===== src/pkg/fire_pkg.sv =====
// Package: register map, fields, reset values and timing for the override block
`default_nettype none
package fire_pkg;
    localparam logic [7:0] OFF_CTRL = 8'h00;
    localparam logic [7:0] OFF_SPEED = 8'h04;
    localparam logic [7:0] OFF_FBLOSS = 8'h08;
    localparam logic [7:0] OFF_AILOSS = 8'h0C;
    localparam logic [7:0] OFF_PASS = 8'h10;
    localparam logic [7:0] OFF_STATUS = 8'h14;
    localparam logic [7:0] OFF_IRQ = 8'h18;
    localparam logic [7:0] OFF_MASK = 8'h1C;
    localparam logic [7:0] OFF_MAXF = 8'h20;
    // CTRL fields
    localparam int CTRL_EN = 0;
    localparam int CTRL_POL = 1;
    localparam int CTRL_SRC = 2;
    localparam int CTRL_DIR = 4;
    // Loss register fields: level [6:0], delay [14:8], fallback [17:16]
    localparam int LOSS_DLY = 8;
    localparam int LOSS_SEL = 16;
    localparam logic [6:0] LEVEL_MAX = 7'd100;
    localparam logic [6:0] DELAY_MAX = 7'd100;
    localparam logic [13:0] SPEED_MAX = 14'd10000;
    localparam logic [15:0] PASS_NONE = 16'hFFFF;
    localparam logic [15:0] MAXF_RESET = 16'h1770;
    // Speed sources and fallbacks
    localparam logic [1:0] SRC_FIXED = 2'd0;
    localparam logic [1:0] SRC_PID = 2'd1;
    localparam logic [1:0] SRC_AIN = 2'd2;
    localparam logic [1:0] FB_HOLD = 2'd0;
    localparam logic [1:0] FB_SPEED = 2'd1;
    localparam logic [1:0] FB_MAX = 2'd2;
    // Interrupt bits
    localparam int IRQ_ENTER = 0;
    localparam int IRQ_FBLOSS = 1;
    localparam int IRQ_AILOSS = 2;
    localparam int IRQ_WBLOCK = 3;
    // Timing: 100 ms delay tick, 360 ms comparison window
    localparam int CLK_HZ = 100_000_000;
    localparam int TICK_MS = 100;
    localparam int WIN_MS = 360;
    localparam int TICK_CYC = CLK_HZ / 1000 * TICK_MS;
    localparam int WIN_CYC = CLK_HZ / 1000 * WIN_MS;
endpackage : fire_pkg
`default_nettype wire


===== src/fire_mode_speed_supervisor.sv =====
// Emergency override supervisor: forces run, speed and direction, loss watch
// Functional notes
// Override keeps running, ignores software trips
// Polarity bit: 0 normally open, 1 closed
// Operator disables override before changing polarity
// Source 0: fixed percent of max frequency
// Source 1: PID with override PID set
// Source 2: second analog input reference
// Direction from override setting while active
// Override settings read-only while active
// Only one password set at a time
// Feedback loss level 0-100, delay 0-10s
// PID source enables feedback loss watch
// Feedback fallback: hold, override speed, maximum
// On loss keep running, floor override speed
// Level zero never triggers feedback loss
// Analog loss level 0-100, delay 0-10s
// Analog source enables analog loss watch
// Analog fallback: hold, override speed, maximum
// Analog compared with value 360ms earlier
// Feedback loss never stops the drive
`default_nettype none
module fire_mode_speed_supervisor #(
    parameter int TICK_CYCLES = fire_pkg::TICK_CYC,
    parameter int WIN_CYCLES = fire_pkg::WIN_CYC
) (
    input wire logic hclk,
    input wire logic hresetn,
    input wire logic hsel,
    input wire logic [31:0] haddr,
    input wire logic [1:0] htrans,
    input wire logic hwrite,
    input wire logic [2:0] hsize,
    input wire logic [31:0] hwdata,
    input wire logic hready,
    output logic [31:0] hrdata,
    output logic hreadyout,
    output logic hresp,
    input wire logic override_trigger_input,
    input wire logic [15:0] second_analog_input,
    input wire logic [15:0] pid_feedback,
    input wire logic [15:0] pid_freq,
    input wire logic [15:0] normal_freq,
    input wire logic normal_run,
    input wire logic normal_dir,
    input wire logic soft_trip,
    input wire logic hard_trip,
    input wire logic general_pass_set,
    output logic [15:0] freq_ref,
    output logic run_cmd,
    output logic dir_cmd,
    output logic override_active,
    output logic pid_set_sel,
    output logic keypad_override_view,
    output logic fb_lost,
    output logic ai_lost,
    output logic irq
);
    import fire_pkg::*;

    typedef enum logic [2:0] {
        ST_NORMAL = 3'b001,
        ST_ACTIVE = 3'b010,
        ST_LOSS = 3'b100
    } mode_t;

    // Percent (0..100 or 0..10000 hundredths) scaled to max frequency
    function automatic logic [15:0] scale(input logic [15:0] maxf,
                                          input logic [13:0] hund);
        logic [29:0] p;
        p = 30'(maxf) * 30'(hund);
        scale = 16'(p / 30'd10000);
    endfunction : scale

    function automatic logic [15:0] pick(input logic [1:0] sel,
                                         input logic [15:0] hold,
                                         input logic [15:0] spd,
                                         input logic [15:0] maxf);
        if (sel == FB_SPEED) pick = spd;
        else if (sel == FB_MAX) pick = maxf;
        else pick = hold;
    endfunction : pick

    logic [4:0] ctrl_reg;
    logic [13:0] speed_reg;
    logic [17:0] fb_reg;
    logic [17:0] ai_reg;
    logic [15:0] pass_reg;
    logic [15:0] maxf_reg;
    logic [3:0] irq_reg;
    logic [3:0] mask_reg;
    logic trig_s1, trig_s2;
    logic [15:0] ain_s1, ain_s2, fbk_s1, fbk_s2;
    mode_t mode_reg;
    logic [31:0] tick_cnt, win_cnt;
    logic [6:0] fb_dly, ai_dly;
    logic fb_lost_reg, ai_lost_reg;
    logic [15:0] ai_prev, hold_reg;
    logic [15:0] freq_reg;
    logic run_reg, dir_reg;
    logic [7:0] a_reg;
    logic w_reg, v_reg;

    // Bus address phase capture
    wire take = hsel && hready && htrans[1];
    always_ff @(posedge hclk or negedge hresetn) begin
        if (!hresetn) begin
            a_reg <= 8'h00;
            w_reg <= 1'b0;
            v_reg <= 1'b0;
        end else begin
            a_reg <= take ? haddr[7:0] : a_reg;
            w_reg <= take && hwrite;
            v_reg <= take;
        end
    end

    wire active = mode_reg != ST_NORMAL;
    wire wr = v_reg && w_reg;
    wire wr_ctrl = wr && a_reg == OFF_CTRL;
    wire wr_cfg = wr && (a_reg == OFF_CTRL || a_reg == OFF_SPEED ||
                         a_reg == OFF_FBLOSS || a_reg == OFF_AILOSS ||
                         a_reg == OFF_PASS);
    wire locked = active && wr_cfg && !(a_reg == OFF_CTRL);
    wire ctrl_lock = active && wr_ctrl;
    wire [1:0] src = ctrl_reg[CTRL_SRC +: 2];
    wire pass_ok = !general_pass_set || hwdata[15:0] == PASS_NONE;
    wire [6:0] lvl_fb = hwdata[6:0] > LEVEL_MAX ? LEVEL_MAX : hwdata[6:0];
    wire [6:0] dly_w = hwdata[LOSS_DLY +: 7] > DELAY_MAX ? DELAY_MAX
                     : hwdata[LOSS_DLY +: 7];
    wire [17:0] loss_w = {hwdata[LOSS_SEL +: 2], 1'b0, dly_w, 1'b0, lvl_fb};
    wire [13:0] spd_w = hwdata[13:0] > SPEED_MAX ? SPEED_MAX : hwdata[13:0];
    wire blocked = locked || ctrl_lock ||
                   (wr && a_reg == OFF_PASS && !pass_ok);

    // Settings registers
    always_ff @(posedge hclk or negedge hresetn) begin
        if (!hresetn) begin
            ctrl_reg <= 5'h00;
            speed_reg <= 14'h0000;
            fb_reg <= 18'h00000;
            ai_reg <= 18'h00000;
            pass_reg <= PASS_NONE;
            maxf_reg <= MAXF_RESET;
            mask_reg <= 4'h0;
        end else if (wr && !blocked) begin
            if (a_reg == OFF_CTRL) ctrl_reg <= hwdata[4:0];
            else if (a_reg == OFF_SPEED) speed_reg <= spd_w;
            else if (a_reg == OFF_FBLOSS) fb_reg <= loss_w;
            else if (a_reg == OFF_AILOSS) ai_reg <= loss_w;
            else if (a_reg == OFF_PASS) pass_reg <= hwdata[15:0];
            else if (a_reg == OFF_MAXF) maxf_reg <= hwdata[15:0];
            else if (a_reg == OFF_MASK) mask_reg <= hwdata[3:0];
        end
    end

    // Trigger and analog inputs synchronised
    always_ff @(posedge hclk or negedge hresetn) begin
        if (!hresetn) begin
            trig_s1 <= 1'b0;
            trig_s2 <= 1'b0;
            ain_s1 <= 16'h0000;
            ain_s2 <= 16'h0000;
            fbk_s1 <= 16'h0000;
            fbk_s2 <= 16'h0000;
        end else begin
            trig_s1 <= override_trigger_input;
            trig_s2 <= trig_s1;
            ain_s1 <= second_analog_input;
            ain_s2 <= ain_s1;
            fbk_s1 <= pid_feedback;
            fbk_s2 <= fbk_s1;
        end
    end

    wire trig = trig_s2 ^ ctrl_reg[CTRL_POL];
    wire want = ctrl_reg[CTRL_EN] && trig;
    wire tick = tick_cnt == 32'(TICK_CYCLES - 1);
    wire win = win_cnt == 32'(WIN_CYCLES - 1);
    wire [15:0] lvl_fb_v = scale(16'hFFFF, 14'(fb_reg[6:0]) * 14'd100);
    wire [15:0] lvl_ai_v = scale(16'hFFFF, 14'(ai_reg[6:0]) * 14'd100);
    wire fb_watch = active && src == SRC_PID;
    wire ai_watch = active && src == SRC_AIN;
    wire fb_low = fb_watch && fb_reg[6:0] != 7'd0 && fbk_s2 < lvl_fb_v;
    wire ai_low = ai_watch && (ai_s2_lt(ain_s2, ai_prev, lvl_ai_v));

    function automatic logic ai_s2_lt(input logic [15:0] now,
                                      input logic [15:0] prev,
                                      input logic [15:0] lvl);
        ai_s2_lt = now < lvl && now < prev;
    endfunction : ai_s2_lt

    wire [15:0] spd_f = scale(maxf_reg, speed_reg);
    wire fb_fire = fb_low && tick && fb_dly >= fb_reg[LOSS_DLY +: 7];
    wire ai_fire = ai_low && tick && ai_dly >= ai_reg[LOSS_DLY +: 7];

    // Mode, timers and loss detectors
    always_ff @(posedge hclk or negedge hresetn) begin
        if (!hresetn) begin
            mode_reg <= ST_NORMAL;
            tick_cnt <= 32'd0;
            win_cnt <= 32'd0;
            fb_dly <= 7'd0;
            ai_dly <= 7'd0;
            fb_lost_reg <= 1'b0;
            ai_lost_reg <= 1'b0;
            ai_prev <= 16'h0000;
            hold_reg <= 16'h0000;
        end else begin
            tick_cnt <= tick ? 32'd0 : tick_cnt + 32'd1;
            win_cnt <= win ? 32'd0 : win_cnt + 32'd1;
            // Reference sample frozen while low so the delay can run out
            if (win && !ai_low) ai_prev <= ain_s2;
            if (!fb_low) fb_dly <= 7'd0;
            else if (tick && fb_dly != 7'h7F) fb_dly <= fb_dly + 7'd1;
            if (!ai_low) ai_dly <= 7'd0;
            else if (tick && ai_dly != 7'h7F) ai_dly <= ai_dly + 7'd1;
            case (mode_reg)
                ST_NORMAL: begin
                    fb_lost_reg <= 1'b0;
                    ai_lost_reg <= 1'b0;
                    if (want) mode_reg <= ST_ACTIVE;
                end
                ST_ACTIVE: begin
                    hold_reg <= freq_reg;
                    if (!want) mode_reg <= ST_NORMAL;
                    else if (fb_fire || ai_fire) begin
                        fb_lost_reg <= fb_fire;
                        ai_lost_reg <= ai_fire;
                        mode_reg <= ST_LOSS;
                    end
                end
                ST_LOSS: begin
                    if (!want) mode_reg <= ST_NORMAL;
                end
                default: mode_reg <= ST_NORMAL;
            endcase
        end
    end

    // Speed selection
    wire [15:0] base_f = src == SRC_PID ? pid_freq
                       : src == SRC_AIN ? scale(maxf_reg,
                             14'((30'(ain_s2) * 30'd10000) / 30'hFFFF))
                       : spd_f;
    wire [1:0] fsel = fb_lost_reg ? fb_reg[LOSS_SEL +: 2]
                                  : ai_reg[LOSS_SEL +: 2];
    wire [15:0] fall_f = pick(fsel, hold_reg, spd_f, maxf_reg);
    wire [15:0] loss_f = fall_f < spd_f ? spd_f : fall_f;
    wire [15:0] ovr_f = mode_reg == ST_LOSS ? loss_f : base_f;

    // Drive outputs
    always_ff @(posedge hclk or negedge hresetn) begin
        if (!hresetn) begin
            freq_reg <= 16'h0000;
            run_reg <= 1'b0;
            dir_reg <= 1'b0;
        end else begin
            freq_reg <= active ? ovr_f : normal_freq;
            // Only hard trips stop the drive while overriding
            run_reg <= active ? !hard_trip
                              : normal_run && !soft_trip && !hard_trip;
            dir_reg <= active ? ctrl_reg[CTRL_DIR] : normal_dir;
        end
    end

    // Sticky events, set wins over write-one clear
    wire [3:0] ev = {blocked, ai_fire && mode_reg == ST_ACTIVE,
                     fb_fire && mode_reg == ST_ACTIVE,
                     want && mode_reg == ST_NORMAL};
    wire [3:0] clr = (wr && a_reg == OFF_IRQ) ? hwdata[3:0] : 4'h0;
    always_ff @(posedge hclk or negedge hresetn) begin
        if (!hresetn) irq_reg <= 4'h0;
        else irq_reg <= (irq_reg & ~clr) | ev;
    end

    wire [31:0] status_w = {27'd0, ai_lost_reg, fb_lost_reg,
                            mode_reg == ST_LOSS, trig, active};
    wire [31:0] rd_w =
        a_reg == OFF_CTRL ? {27'd0, ctrl_reg} :
        a_reg == OFF_SPEED ? {18'd0, speed_reg} :
        a_reg == OFF_FBLOSS ? {14'd0, fb_reg} :
        a_reg == OFF_AILOSS ? {14'd0, ai_reg} :
        a_reg == OFF_PASS ? {16'd0, pass_reg} :
        a_reg == OFF_STATUS ? status_w :
        a_reg == OFF_IRQ ? {28'd0, irq_reg} :
        a_reg == OFF_MASK ? {28'd0, mask_reg} :
        a_reg == OFF_MAXF ? {16'd0, maxf_reg} : 32'h0000_0000;

    assign hrdata = (v_reg && !w_reg) ? rd_w : 32'h0000_0000;
    assign hreadyout = 1'b1;
    assign hresp = 1'b0;
    assign freq_ref = freq_reg;
    assign run_cmd = run_reg;
    assign dir_cmd = dir_reg;
    assign override_active = active;
    assign pid_set_sel = active && src == SRC_PID;
    assign keypad_override_view = active;
    assign fb_lost = fb_lost_reg;
    assign ai_lost = ai_lost_reg;
    assign irq = |(irq_reg & mask_reg);
endmodule : fire_mode_speed_supervisor
`default_nettype wire


===== config.mk =====
export PLATFORM = sky130hd
export DESIGN_NAME = fire_mode_speed_supervisor
export DESIGN_NICKNAME = d
export VERILOG_FILES = /design/src/pkg/fire_pkg.sv /design/src/fire_mode_speed_supervisor.sv
export SDC_FILE = /design/constraint.sdc
export NUM_CORES = 2
export LEC_CHECK = 0
export BUFFER_PORTS_ARGS = -buffer_cell sky130_fd_sc_hd__buf_2
export CORE_MARGIN = 2
export CORE_UTILIZATION = 45
export CTS_CLUSTER_DIAMETER = 40
export CTS_CLUSTER_SIZE = 25
export DETAILED_ROUTE_END_ITERATION = 10
export PLACE_DENSITY_LB_ADDON = 0.05
export SLEW_MARGIN = 30
export SYNTH_ARGS = -nofsm -noshare
export SYNTH_HDL_FRONTEND = slang
export SYNTH_SLANG_ARGS = --single-unit

===== constraint.sdc =====
create_clock -name hclk -period 33.6 [get_ports hclk]
set_clock_uncertainty 0.1 [all_clocks]
set_input_delay 1.68 -clock hclk [delete_from_list [all_inputs] [get_ports hclk]]
set_output_delay 1.68 -clock hclk [all_outputs]
set_load 0.01 [all_outputs]

==> summary.md <==
| Metric | Value |
|---|---|
| Row cnt | 153 |
| Nature of the critical path endpoint | flip-flop |
| Synthesized area | 78,400 µm² |
| Synth Area in Simple Gates | 24.8% |
| First-pass GRT wire length | 446,000 µm |
| Die Width | 421 µm |
| Final core utilization | 56.1% |
| Final hold violations | 0 |
| Clock latency on the worst-skew pair | 0.66 ns |
| 1st-iter DRT viols | 5,705 |
| Root buf cell | clkbuf_16 |
| Wire length per cell | 20.0 µm |
| Area leader, netlist | fa_1 |
| Die area | 178,000 µm² |
| Clock Path Buffers | 3 |
| Area delta synth->final | 24.0% |
| FMAX | 28.8 MHz |
| #FFs+latches synth | 300 |
| Mux cell area share after synthesis | 3.74% |
| Worst Tran Pin Value | 1.07 ns |
| Pre-antenna DRT Iters | 6 |
| HPWL after detailed placement | 227,000 µm |
| Asr flop ratio synth | 100% |
| Final Cycle Share | 103% |
| Worst Reg2Reg Path Length in Cells | 156 |
| CP Class | reg -> reg |
| Setup ws final | -1.09 ns |
| Unique masters post-synth | 159 |
| Slew Viols, Final | 0 |
| Critical path fanouts, max | 8 |
| Synth Area in XOR/XNOR | 8.59% |
| Slowest CP cell | or4b_4 |
| Reg2reg end | freq_ref[0]$_DFF_PN0_ |
| CP dominant cell by count | buf_4 |
| Largest net degree at the start of global routing | 108 |
| Synthesized instance count | 10,300 |
| CTS HTree Levels | 2 |
| Hold_buf cts | 0 |
| WL final | 280,000 µm |
| Unrepaired setup endpoints after global routing | true |
| Grt total ovfl | 0 |
| Worst path arrival time | 35.12 ns |
| Layout Nets | 12,800 |
| Setup TNS | -2.19 ns |
| # port buffers | 143 |
| Vias in the first global route | 81,100 |
| Total CTS buffers | 51 |
| WP buf/inv | 30 |
| Layout cell share with drive strength beyond 1 | 23.5% |
| Hold path start | fbk_s1[9]$_DFF_PN0_ |
| Worst Hold Depth | 0 |
| Hold Path End | fbk_s2[9]$_DFF_PN0_ |
| Warnings from Yosys | 0 |
| Post-route ant nets | 0 |
| Post-synthesis sequential area ratio | 9.61% |
| Ports | 202 |
| Vias/cell | 5.99 |
| Final min period | 34.69 ns |
| Drc violations | 0 |
| Critical Path Max Stage Delay | 0.65 ns |
| Synth Area in Adders | 21.2% |
| Top_reg_cell synth | dfrtp_1 |
| Number of synthesized flops with an enable pin | 0 |
| Vias post-DR | 83,900 |
| Top flop regs | tick_cnt: 32 flops, win_cnt: 32 flops |
| R2R Setup Slk | -1.09 ns |
| Largest family of logic cells by synthesized area | compound AO/OA/AOI/OAI gates |
| Post-route cell area | 97,200 µm² |
| CTS clk-pin slew, worst paths | 0.06 ns |
| Clock sink total | 300 |
| Failing checks | setup timing |
| Placed instance area | 91,300 µm² |
| Core ar. | 173,000 µm² |
| Startpoint types | flip-flop |
| Crit path max-delay family | compound AO/OA/AOI/OAI gates |
| Critical R2R Launch | ain_s2[6]$_DFF_PN0_ |
| Die Y | 421 µm |
| Critical path data required time | 34.03 ns |
| Final setup viols | 3 |
| Compound-Gate Fraction of Synth Area | 25.7% |
| Worst rel slew slack | 28.2% |
| Synthesized area per cell | 7.60 µm² |
| Ranking of synthesized cells by area | fa_1, dfrtp_1, ha_1 |
| Status | finished with violations |
| HP Class | reg -> reg |
| Routability cong. | 0.951 |
| Initial Util | 45.2% |
| Share of the synthesized area in the top cell type | 12.4% |
| Clock tree from TritonCTS | done |
| Total GRT Usage | 30.3% |
| Initial antenna violation count | 18 |
| Max-cap viol count | 0 |
[how the worst max path moves through the flow]
stage	startpoint	to	slack (ns)	depth (start not counted)
after CTS	ain_s2[5]$_DFF_PN0_	freq_ref[0]$_DFF_PN0_	-0.73	152
after global routing	ain_s2[6]$_DFF_PN0_	freq_ref[0]$_DFF_PN0_	-2.48	161
after global placement	ain_s2[8]$_DFF_PN0_	freq_ref[0]$_DFF_PN0_	-1.46	149
after detailed placement	ain_s2[8]$_DFF_PN0_	freq_ref[0]$_DFF_PN0_	-1.90	146
after floorplan	ain_s2[6]$_DFF_PN0_	freq_ref[0]$_DFF_PN0_	-0.99	146
final	ain_s2[6]$_DFF_PN0_	freq_ref[0]$_DFF_PN0_	-1.09	156
[cell type report]
class	instances	area (µm²)
Clock buffer	60	1370
Timing Repair Buffer	1628	12100
Inverter	850	3210
Sequential cell	300	7550
Tap cell	2325	2910
Fill cell	16600	76200
Antenna cell	12	30.0
Multi-Input combinational cell	8782	69600
Clock inverter	35	465
[placed cells by master, fill, tap and decap left out, types with 42 or more instances in the layout]
cell type  count
a211o_1       61
a211oi_1     117
a21o_1       124
a21oi_1      491
a22oi_1       44
a31oi_1      141
and2_1       254
and3_1       123
buf_2        143
buf_4       1435
clkbuf_16     51
dfrtp_1      269
fa_1         487
ha_1         503
inv_1        797
inv_2         42
mux2_2       133
mux2i_1      111
nand2_1     1085
nand2b_1     107
nand3_1      312
nand4_1      137
nor2_1       779
nor2b_1       84
nor3_1       267
nor4_1        79
o211a_1       53
o211ai_1     115
o21a_1       113
o21ai_0      430
o21ai_1       87
o22ai_1       51
o31ai_1       67
or2_2         77
or3_1        113
xnor2_1      481
xor2_1       221
[what timing repair did]
item                                    in CTS  in global routing
resized for setup                          197                341
pin swaps                                  133                233
cloned                                       0                  1
endpoints found under the setup margin       4                 41
setup buffers                               72                 99
[kinds of logic (layout without fill, tap and decap cells)]
kind of cell,after synthesis,count (layout)
AO/OA/AOI/OAI,2831,2831
adder cells (fa/ha/maj),1043,1043
buffers and inverters,1255,2573
flip-flops,300,300
multiplexers,271,271
XOR/XNOR,761,761
AND/OR/NAND/NOR,3859,3860
other,2,28
[stage by stage]
| step | setup slack [ns] | hold WS (ns) | instances |
|---|---|---|---|
| finish | -1.09 | 0.247 | 14000 |
| CTS | -0.735 | 0.249 | 13900 |
| detailed placement | -1.90 | 0.235 | 13700 |
| floorplan | -0.989 | 0.231 | 10300 |
| global route | -2.48 | 0.253 | 14000 |
| global placement | -1.46 | 0.234 | 13700 |
[cell usage after synthesis (30+ instances only)]
cell       number
nand2_1      1101
inv_1         824
nor2_1        798
ha_1          525
a21oi_1       523
xnor2_1       518
fa_1          487
o21ai_0       460
nand3_1       321
nor3_1        298
dfrtp_1       276
clkbuf_1      270
and2_1        264
xor2_1        235
a31oi_1       161
a211oi_1      142
mux2_2        138
nand4_1       137
and3_1        131
mux2i_1       127
or3_1         127
a21o_1        126
o211ai_1      115
o21a_1        115
nand2b_1      109
nor4_1         98
o21ai_1        93
nor2b_1        88
o31ai_1        84
buf_2          81
or2_2          78
a211o_1        61
o211a_1        56
o22ai_1        55
a2111oi_0      52
or4_1          48
a22oi_1        47
o2111ai_1      45
o21bai_1       42
a311oi_1       41
and4_1         39
a31o_2         33
a21boi_0       32
o221ai_1       30
o31a_1         30
[metal layers]
layer  GRT usage [%]  wire length, µm  vias to the layer above
met3            2.30            12800                      400
met1            42.2           129000                    41000
met5               0               48                        -
li1                -                -                    40100
met4            8.92             9250                        8
met2            50.1           129000                     2335
Power is not shown: default switching activity piles up to over one toggle a cycle in this logic, so the estimate is an artifact.
